--- config.mk ---
export PLATFORM = sky130hd
export DESIGN_NAME = bcsr_router
export DESIGN_NICKNAME = d
export VERILOG_FILES = /design/src/bcsr_pkg.sv /design/src/bcsr_router.sv /design/src/bcsr_addr_toggle.sv
export VERILOG_INCLUDE_DIRS = /design/src
export SDC_FILE = /design/constraint.sdc
export NUM_CORES = 1
export LEC_CHECK = 0
export ABC_AREA = 1
export BUFFER_PORTS_ARGS = -buffer_cell sky130_fd_sc_hd__buf_2
export CORE_MARGIN = 2
export CORE_UTILIZATION = 38
export CTS_CLUSTER_DIAMETER = 120
export DETAILED_ROUTE_END_ITERATION = 6
export GPL_ROUTABILITY_DRIVEN = 0
export PLACE_DENSITY_LB_ADDON = 0.05
export SETUP_SLACK_MARGIN = 0.1
export SLEW_MARGIN = 0
export SYNTH_ARGS = -nofsm -noshare
export SYNTH_HDL_FRONTEND = slang
export SYNTH_HIERARCHICAL = 1
export SYNTH_SLANG_ARGS = --single-unit
--- constraint.sdc ---
create_clock -name i_clock -period 0.98 [get_ports i_clock]
set_input_delay 0.049 -clock i_clock [delete_from_list [all_inputs] [get_ports i_clock]]
set_output_delay 0.049 -clock i_clock [all_outputs]
set_load 0.02 [all_outputs]
--- src/bcsr_defs.svh ---
// constants for the boot chip select router
`ifndef BCSR_DEFS_SVH
`define BCSR_DEFS_SVH
`define BCSR_MAP_W 4
`define BCSR_NCS 7
`define BCSR_MAP_EMU 4'h8
`define BCSR_MAP_NAND 4'h9
`define BCSR_MAP_LAST_VALID 4'h9
`define BCSR_MAP_DEFAULT 4'h0
`define BCSR_CS_IDLE 7'h7f
`define BCSR_BANK_W 3
`define BCSR_ADDR_W 26
`define BCSR_BANK_LSB 23
`define BCSR_DATA_W 16
`endif

--- src/bcsr_pkg.sv ---
// types for the boot chip select router
`include "bcsr_defs.svh"
package bcsr_pkg;
    typedef enum logic [2:0] {
        BCSR_NOR_BOOT = 3'b001,
        BCSR_EMU_BOOT = 3'b010,
        BCSR_NAND_BOOT = 3'b100
    } bcsr_route_t;
endpackage

--- src/bcsr_router.sv ---
// boot chip select router with nor bank toggle and shared latch
// Behaviour
// - codes 0-7: nor cs0, emulator cs1, nand 2,4-6
// - code 8: emulator cs0, nor cs1, unbanked
// - code 9: nand cs0,4-6, nor cs2, emulator cs1
// - chip select zero steered to chosen boot device
// - xor nor address a23-a25 with map bits
// - switch changes among codes 0-7 toggle nor banks, code 9 moves nand selects
// - 16-bit upper address latch, separate write and read data buffers
// - sd upper data and spi selects exclusive
// - gpio 0-1 mux one, 2-3 mux two
// - drive usb phy id for peripheral mode
`timescale 1ns/10ps
`include "bcsr_defs.svh"
module bcsr_router
    import bcsr_pkg::*;
#(
    parameter int ADDR_W = `BCSR_ADDR_W,
    parameter int DATA_W = `BCSR_DATA_W,
    parameter int NCS = `BCSR_NCS
) (
    input wire logic i_clock, // 50 MHz system clock
    input wire logic i_rst_n, // async reset, active low
    input wire logic i_ce, // clock enable, freezes state when low
    input wire logic [3:0] i_map, // boot map switches
    input wire logic [NCS-1:0] i_lb_cs_n, // chip selects from bus controller
    input wire logic [ADDR_W-1:0] i_lb_addr, // bus address toward nor
    input wire logic i_lb_ale, // address latch enable
    input wire logic [DATA_W-1:0] i_lb_ad_in, // shared addr/data from bus
    input wire logic [DATA_W-1:0] i_flash_d_in, // data back from flash
    input wire logic i_lb_rd_n, // read strobe, active low
    input wire logic i_sd_wide_sel, // 1: sd owns the shared pins
    input wire logic [3:0] i_spi_cs_n, // spi selects from controller
    input wire logic [3:0] i_sd_dat_out, // sd upper data out
    input wire logic [3:0] i_sd_dat_oe, // sd upper data enables
    input wire logic [3:0] i_shared_in, // shared pin levels
    input wire logic [7:0] i_gpio, // processor gpio
    input wire logic i_usb_periph, // request peripheral mode
    output logic [NCS-1:0] o_nor_cs_n, // nor select, bit 0 only used
    output logic o_nor_ce_n, // nor chip enable, active low
    output logic o_emu_ce_n, // emulator port enable, active low
    output logic [3:0] o_nand_ce_n, // nand enables, active low
    output logic [ADDR_W-1:0] o_nor_addr, // address to nor with toggle
    output logic [DATA_W-1:0] o_latch_addr, // latched upper address
    output logic [DATA_W-1:0] o_buf_to_flash, // buffered write data
    output logic [DATA_W-1:0] o_buf_to_bus, // buffered read data
    output logic [3:0] o_sd_dat_in, // shared pins to sd controller
    output logic [3:0] o_shared_out, // shared pin drive
    output logic [3:0] o_shared_oe, // shared pin enable
    output logic [1:0] o_em1_mux_sel, // first management mux select
    output logic [1:0] o_em2_mux_sel, // second management mux select
    output logic [3:0] o_gpio_spare, // spare gpio to test points
    output logic o_usb_id, // usb phy id, low = host
    output bcsr_route_t o_route // active route, from a register
);
    logic [3:0] map_r;
    logic [3:0] map_eff;
    bcsr_route_t route_nxt;
    bcsr_route_t route_r;
    logic [`BCSR_BANK_W-1:0] bank_bits;
    logic [`BCSR_BANK_W-1:0] addr_hi_tog;
    logic [DATA_W-1:0] latch_r;
    logic [DATA_W-1:0] wbuf_r;
    logic [DATA_W-1:0] rbuf_r;
    logic usb_id_r;
    logic [1:0] em1_r;
    logic [1:0] em2_r;

    // invalid codes folded to the default so no select is left floating
    always_comb begin
        if (i_map > `BCSR_MAP_LAST_VALID) begin
            map_eff = `BCSR_MAP_DEFAULT;
        end else begin
            map_eff = i_map;
        end
    end

    // map sampled once per enabled edge so routing never glitches mid-cycle
    always_ff @(posedge i_clock or negedge i_rst_n) begin
        if (!i_rst_n) begin
            map_r <= `BCSR_MAP_DEFAULT;
        end else if (i_ce) begin
            map_r <= map_eff;
        end
    end

    // decode route from the held code
    always_comb begin
        if (map_r == `BCSR_MAP_EMU) begin
            route_nxt = BCSR_EMU_BOOT;
        end else if (map_r == `BCSR_MAP_NAND) begin
            route_nxt = BCSR_NAND_BOOT;
        end else begin
            route_nxt = BCSR_NOR_BOOT;
        end
    end

    always_ff @(posedge i_clock or negedge i_rst_n) begin
        if (!i_rst_n) begin
            route_r <= BCSR_NOR_BOOT;
        end else if (i_ce) begin
            route_r <= route_nxt;
        end
    end

    assign o_route = route_r;

    // select steering; cs0 always lands on the boot device
    always_comb begin
        o_nor_ce_n = 1'b1;
        o_emu_ce_n = 1'b1;
        o_nand_ce_n = 4'hf;
        unique case (route_r)
            BCSR_NOR_BOOT: begin
                o_nor_ce_n = i_lb_cs_n[0];
                o_emu_ce_n = i_lb_cs_n[1];
                o_nand_ce_n = {i_lb_cs_n[6:4], i_lb_cs_n[2]};
            end
            BCSR_EMU_BOOT: begin
                o_emu_ce_n = i_lb_cs_n[0];
                o_nor_ce_n = i_lb_cs_n[1];
                o_nand_ce_n = {i_lb_cs_n[6:4], i_lb_cs_n[2]};
            end
            BCSR_NAND_BOOT: begin
                o_nand_ce_n = {i_lb_cs_n[6:4], i_lb_cs_n[0]};
                o_nor_ce_n = i_lb_cs_n[2];
                o_emu_ce_n = i_lb_cs_n[1];
            end
            default: begin
                o_nor_ce_n = 1'b1;
            end
        endcase
    end

    assign o_nor_cs_n = {{(NCS-1){1'b1}}, o_nor_ce_n};

    // banking only when nor is the boot device; low map bits pick region
    assign bank_bits = (route_r == BCSR_NOR_BOOT) ? map_r[2:0] : 3'h0;

    bcsr_addr_toggle #(
        .BANK_W(`BCSR_BANK_W)
    ) u_toggle (
        .i_addr_hi(i_lb_addr[ADDR_W-1:`BCSR_BANK_LSB]),
        .i_map_bits(bank_bits),
        .o_addr_hi(addr_hi_tog)
    );

    // a map change among codes 0-7 flips an address half/quarter/eighth, the nand lines via route
    assign o_nor_addr = {addr_hi_tog, i_lb_addr[`BCSR_BANK_LSB-1:0]};

    // address latch, kept separate from the data buffer registers
    always_ff @(posedge i_clock or negedge i_rst_n) begin
        if (!i_rst_n) begin
            latch_r <= '0;
        end else if (i_ce && i_lb_ale) begin
            latch_r <= i_lb_ad_in;
        end
    end

    // data buffer registers; one cycle of latency traded for clean edges
    always_ff @(posedge i_clock or negedge i_rst_n) begin
        if (!i_rst_n) begin
            wbuf_r <= '0;
            rbuf_r <= '0;
        end else if (i_ce && !i_lb_ale) begin
            if (i_lb_rd_n) begin
                wbuf_r <= i_lb_ad_in;
            end else begin
                rbuf_r <= i_flash_d_in;
            end
        end
    end

    assign o_latch_addr = latch_r;
    assign o_buf_to_flash = wbuf_r;
    assign o_buf_to_bus = rbuf_r;

    // shared pins: exactly one owner, never both drivers at once
    always_comb begin
        if (i_sd_wide_sel) begin
            o_shared_out = i_sd_dat_out;
            o_shared_oe = i_sd_dat_oe;
            o_sd_dat_in = i_shared_in;
        end else begin
            o_shared_out = i_spi_cs_n;
            o_shared_oe = 4'hf;
            o_sd_dat_in = 4'hf; // sd sees idle-high data
        end
    end

    // mux selects registered so a gpio glitch does not switch a bus mid-frame
    always_ff @(posedge i_clock or negedge i_rst_n) begin
        if (!i_rst_n) begin
            em1_r <= 2'h0;
            em2_r <= 2'h0;
        end else if (i_ce) begin
            em1_r <= i_gpio[1:0];
            em2_r <= i_gpio[3:2];
        end
    end

    assign o_em1_mux_sel = em1_r;
    assign o_em2_mux_sel = em2_r;
    assign o_gpio_spare = i_gpio[7:4];

    // id high selects peripheral role; resets to host
    always_ff @(posedge i_clock or negedge i_rst_n) begin
        if (!i_rst_n) begin
            usb_id_r <= 1'b0;
        end else if (i_ce) begin
            usb_id_r <= i_usb_periph;
        end
    end

    assign o_usb_id = usb_id_r;
endmodule

--- src/bcsr_addr_toggle.sv ---
// staged xor of the upper nor address bits with the map bits
`timescale 1ns/10ps
`include "bcsr_defs.svh"
module bcsr_addr_toggle #(
    parameter int BANK_W = `BCSR_BANK_W
) (
    input wire logic [BANK_W-1:0] i_addr_hi, // upper nor address bits
    input wire logic [BANK_W-1:0] i_map_bits, // encoded bank select
    output logic [BANK_W-1:0] o_addr_hi // toggled address bits
);
    // one xor stage per address bit, in series with the flash address
    genvar g;
    generate
        for (g = 0; g < BANK_W; g++) begin : g_stage
            assign o_addr_hi[g] = i_addr_hi[g] ^ i_map_bits[g];
        end
    endgenerate
endmodule

==> results of run 1 <==
==> flip-flops by register name (all words and copies together) (netlist names) <==
name            cells
map_r               4
o_buf_to_bus       16
o_buf_to_flash     16
o_em1_mux_sel       2
o_em2_mux_sel       2
o_latch_addr       16
o_route             3
o_usb_id            1
==> layer usage <==
| layer | up-vias | GRT usage, % | share of wire (%) |
|---|---|---|---|
| met3 | 28 | 4.976 | 7.6 |
| met4 | 0 | 9.420 | 2.8 |
| met2 | 94 | 29.50 | 49 |
| met5 | - | 0 | 0 |
| li1 | 1381 | - | - |
| met1 | 1213 | 20.67 | 40 |
==> where the power goes <==
part,total (W),internal [W],switching (W)
clock network,0.00207,0.00119,0.000876
registers,0.00307,0.00282,0.000251
logic,0.00280,0.00143,0.00137
==> final cells by class <==
type                    instances  area share [%]
clock buffers                  10           2.793
clock inverters                 3          0.8124
inverters                      58           4.417
multi-input cells             181           21.35
flip-flops and latches         60           30.52
well taps                     102           2.589
repair buffers                222           37.52
==> per-stage QoR <==
| step | cell area [um2] | TNS (ns) | power [W] | hold slack (ns) | utilization [%] |
|---|---|---|---|---|---|
| 6_report | 4928 | -5.621 | 0.007940 | 0.09801 | 63.45 |
| 5_1_grt | 4928 | -6.635 | 0.008400 | 0.09804 | 63.45 |
| 4_1_cts | 4782 | -6.017 | 0.007885 | 0.09739 | 61.57 |
| 3_5_place_dp | 3731 | -2.177 | 0.005052 | 0.08394 | 48.03 |
| 3_3_place_gp | 3731 | -1.934 | 0.005030 | 0.08804 | 48.03 |
| 2_1_floorplan | 3110 | -1.910 | 0.004484 | -0.2466 | - |
==> timing repair <==
action	CTS	global route
resized for setup	135	15
endpoints found under the hold margin	113	0
setup buffers	5	15
hold buffers	42	0
setup endpoints to repair	69	71
pin swaps	3	2
==> cell usage in the layout (no fill, tap or decap), drive strengths merged <==
cell type / instances
conb: 6
dfrtp: 59
nand3: 10
o21ai: 52
nand3b: 1
dfstp: 1
dlygate4sd3: 42
mux2: 4
inv: 58
nand4: 3
clkinv: 2
clkbuf: 10
bufinv: 1
buf: 180
o21a: 1
o22ai: 2
nand2: 95
nor2: 7
==> cells by family (layout without fill, tap and decap cells) <==
family / Yosys count / in the layout / share of synthesized area, %
AO/OA/AOI/OAI: 55 / 55 / 13.10
buffers and inverters: 104 / 293 / 19.45
flip-flops: 60 / 60 / 49.18
multiplexers: 4 / 4 / 1.474
other: 1 / 6 / 0.1227
AND/OR/NAND/NOR: 116 / 116 / 16.67
==> path summary, 6_finish.rpt <==
| path | startpoint | cells past startpoint | endpoint |
|---|---|---|---|
| min in group asynchronous | i_rst_n | 3 | o_buf_to_flash[7] |
| worst max register to register | o_route[0] | 4 | o_route[0] |
| worst min-delay path | i_lb_addr[12] | 0 | o_nor_addr[12] |
| max in group asynchronous | i_rst_n | 3 | o_route[0] |
| worst max-delay path | o_route[0] | 6 | o_nor_addr[25] |
| worst min register to register | map_r[0] | 1 | o_route[1] |
==> reports/metrics.yaml, run 1 <==
cp_num_buf_inv: 2
hold_class: "in2out"
rsz0062_at_grt: "true"
post-route-period-util_pct: 155.3
synth-seq-cells: 60
vias: 2716
pre_cts_slack_ns: -0.2426
clk_pin_slew_ns: 0.06
synthFlopType: "dfrtp_1"
ir_worst_vdd_uv: 795.1
io_pins: 211
p_per_area_mw_per_mm2: 1611
grt_pass1_vias: 2643
place_inst: 562
clk_latency_ns: 0.33
cts_max_path_buffers: 2
grt_pass1_wl_um: 12160
root_buffer: "clkbuf_8"
portBuffers: 149
cap_violations: 0
end_kind: "output pin"
synth.avg_cell_area_um2: 8.987
dr.pass1.iters: 4
yosys-top-cells-area: "dfrtp_1 48%, nand2_1 12%, o21ai_2 9.2%, buf_4 8.8%, inv_1 7.0%"
antenna_found_initial: 0
htreeDepth: 3
async_reset_ff_share_pct: 100.0
avgViaCountPerCell: 4.270
dieArea_mm2: 0.008774
area.sequential_mm2: 0.001504
routedWlPerCell_um: 12.11
grt_max_degree: 61
coreArea_mm2: 0.007767
clock-sinks: 60
numCtsBuffers: 9
cpMostUsedCell: "nand2_1"
cts_tree: "built"
drt_drc_violations_left: 0
run_status: "finished, violations left"
slowest_stage: "dfstp_2"
multiInputGateArea_mm2: 0.001052
violations: "setup timing"
crit_path_cell_trace: "nand3_4 -> nor2_2 -> inv_1 -> nand2_1 -> nand2_1 -> buf_2"
worstSetupStartpointType: "flip-flop"
track_usage_pct: 17.69
setup_slack_ns: -0.5415
yosysSeqAreaShare_pct: 49.18
finalSetupViolations: 14
maxSlewViolCount: 0
first_iter_violations: 121
antennaDiodeCount: 0
antenna_left: 0
hold_viol_final: 0
overflow: 0
cp.required_ns: 0.93
yosysMostFrequentCell: "nand2_1"
critical_path.top_delay_family: "flip-flops"
die_x_um: 93.67
crit_type: "reg2out"
p_leak_nw: 2.673
floorplan.initialDensity_pct: 39.34
yosys-top-cells-count: "94 x nand2_1, 59 x dfrtp_1, 57 x inv_1"
synth.distinct_cells: 22
stdcell_count: 636
die_y_um: 93.67
synth_cells: 340
rrSetupSlack_ns: -0.07
dp_hpwl_um: 5001
finalCriticalPeriod_ns: 1.521
synth_edf_count: 0
synthToLayoutAreaGrowth_pct: 61.30
layout.nets: 632
finalWirelength_um: 7702
syn-cell-area_mm2: 0.003055
max_freq_mhz: 657.3
drive_above_1_share_pct: 48.13
crit_fanout: 7
crit_arrival_ns: 1.47
synth_top_area_share_pct: 48.32
row_count: 32
synth_area_leader_cell: "dfrtp_1"
yosys_warnings: 6
fin_skew_ns: 0.009096
max_stage_delay_ns: 0.59
nFillCells: 685
Note: power is estimated with default switching activity, not from simulation.
==> inputs of run 2 (changes only) <==
--- a/config.mk
+++ b/config.mk
@@ -9,7 +9,7 @@
 export ABC_AREA = 1
 export BUFFER_PORTS_ARGS = -buffer_cell sky130_fd_sc_hd__buf_2
 export CORE_MARGIN = 2
-export CORE_UTILIZATION = 38
+export CORE_UTILIZATION = 42
 export CTS_CLUSTER_DIAMETER = 120
 export DETAILED_ROUTE_END_ITERATION = 6
 export GPL_ROUTABILITY_DRIVEN = 0
==> constraint.sdc (replaced) <==
create_clock -name i_clock -period 1.7 [get_ports i_clock]
set_input_delay 0.085 -clock i_clock [delete_from_list [all_inputs] [get_ports i_clock]]
set_output_delay 0.085 -clock i_clock [all_outputs]
set_load 0.02 [all_outputs]
==> run 2 against run 1 <==
Compared with the run above:
- the flow now finishes without violations
- hold slack got worse by 0.081 ns
- die area fell by 9.1%
- combinational power fell by 57%
- sequential power fell by 44%
- via count fell by 6.6%
==> reports/metrics.yaml, run 2 (synthesis gave the netlist of run 1 again) <==
post-route-period-util_pct: 94.00
fin_skew_ns: 0.005483
root_buffer: "clkbuf_8"
die_y_um: 89.29
die_x_um: 89.29
antenna_found_initial: 0
hold_viol_final: 0
dieArea_mm2: 0.007973
synthToLayoutAreaGrowth_pct: 37.26
first_iter_violations: 106
floorplan.initialDensity_pct: 42.81
ir_worst_vdd_uv: 567.4
routedWlPerCell_um: 11.84
rsz0062_at_grt: "true"
cts_max_path_buffers: 2
grt_pass1_vias: 2232
crit_arrival_ns: 1.51
clk_pin_slew_ns: 0.07
overflow: 0
maxSlewHeadroom_pct: 60.72
worstSetupStartpointType: "flip-flop"
final_cell_mix: "141 x buf_2, 91 x nand2_1, 58 x dfrtp_1, 55 x inv_1, 32 x o21ai_2"
numCtsBuffers: 9
fin_hold_ws_ns: 0.01698
reg2reg_depth: 2
internal-power_w: 0.003250
power.share.combinational_pct: 25.9
dr.pass1.iters: 4
drive_above_1_share_pct: 44.62
hold_path_end: "o_buf_to_flash[11]"
track_usage_pct: 17.19
final_common_cell: "buf_2"
power.switching_w: 0.001375
clk_latency_ns: 0.33
clock-sinks: 60
power.share.clock_pct: 36.8
io_pins: 211
final_util_pct: 58.77
cp.required_ns: 1.62
maxSlewViolCount: 0
antennaDiodeCount: 0
switching_share_pct: 29.73
r2r-end: "o_route[0]"
end_kind: "output pin"
row_count: 31
portBuffers: 149
avgViaCountPerCell: 4.287
cts_tree: "built"
holdPathStages: 3
grt_pass1_wl_um: 10380
crit_type: "reg2out"
run_status: "complete, no violations"
layout.nets: 588
finalWirelength_um: 7008
dp_hpwl_um: 5063
p_leak_nw: 2.383
hold_class: "in2reg"
finalSetupViolations: 0
post_dp_cell_area_mm2: 0.003595
reg2reg_from: "o_route[0]"
htreeDepth: 3
max_freq_mhz: 625.8
setup_tns_ns: 0
cap_violations: 0
finalCriticalPeriod_ns: 1.598
design_area_mm2: 0.004194
vias: 2538
antenna_left: 0
p_per_area_mw_per_mm2: 1103
grt_max_degree: 37
coreArea_mm2: 0.007137
drt_drc_violations_left: 0
rrSetupSlack_ns: 0.83
p_seq_share_pct: 37.3
crit_fanout: 4
worstHoldStart: "i_lb_ad_in[11]"
worst_pin_slew_ns: 0.5892
-- run 2: through the flow --
| step | total power (W) | setup WS, ns | std cells |
|---|---|---|---|
| 6_report | 0.004625 | 0.1020 | 592 |
| 5_1_grt | 0.004883 | 0.02726 | 592 |
| 4_1_cts | 0.004643 | 0.08428 | 592 |
| 3_5_place_dp | 0.002863 | 0.4203 | 549 |
| 3_3_place_gp | 0.002848 | 0.4268 | 549 |
| 2_1_floorplan | 0.002559 | 0.3094 | 345 |
-- run 2: final cells by class --
class                   count  area, um2
repair buffers            178       1069
multi-input cells         181       1015
inverters                  58      217.7
well taps                  99      123.9
fillers                   711       2943
clock buffers              12      145.1
clock inverters             4      120.1
flip-flops and latches     60       1504
-- run 2: worst max path at each step --
stage | startpoint | end | slack, ns | cells after the start
after detailed placement | o_route[0] | o_emu_ce_n | 0.42 | 5
after global routing | o_route[0] | o_emu_ce_n | 0.03 | 6
after floorplan | o_route[0] | o_nor_cs_n[0] | 0.31 | 5
final | o_route[0] | o_emu_ce_n | 0.10 | 6
after global placement | o_route[0] | o_emu_ce_n | 0.43 | 5
after CTS | o_route[0] | o_emu_ce_n | 0.08 | 5
-- run 2: power groups by stage --
stage	clock network, W	logic, W	registers, W
after global routing	0.00182	0.00132	0.00175
after detailed placement	0	0.00111	0.00175
after global placement	0	0.00111	0.00174
after floorplan	0	0.000576	0.00198
after CTS	0.00175	0.00117	0.00173
final	0.00170	0.00120	0.00173
-- run 2: critical path, stage by stage, from the launching register on --
cell	delay [ns]
dfstp_2	0.58
nor2_1	0.08
nand2_1	0.14
nand2_1	0.07
nand2_1	0.08
nand3_2	0.08
buf_4	0.17
-- run 2: per-layer routing --
layer / up-vias / global-route usage, % / part of all wire, %
met3: 19 / 5.910 / 8.8
met2: 103 / 27.61 / 50
met5: - / 0 / 0
li1: 1290 / - / -
met4: 0 / 8.684 / 2.2
met1: 1126 / 20.55 / 39
-- run 2: what timing repair did --
| item | CTS | global route |
|---|---|---|
| pin swaps | 0 | 4 |
| resized for setup | 2 | 21 |
| hold buffers | 26 | 0 |
| cloned | 0 | 0 |
| hold endpoints to repair | 48 | 0 |
| buffers inserted | 1 | 0 |
| endpoints found under the setup margin | 7 | 10 |
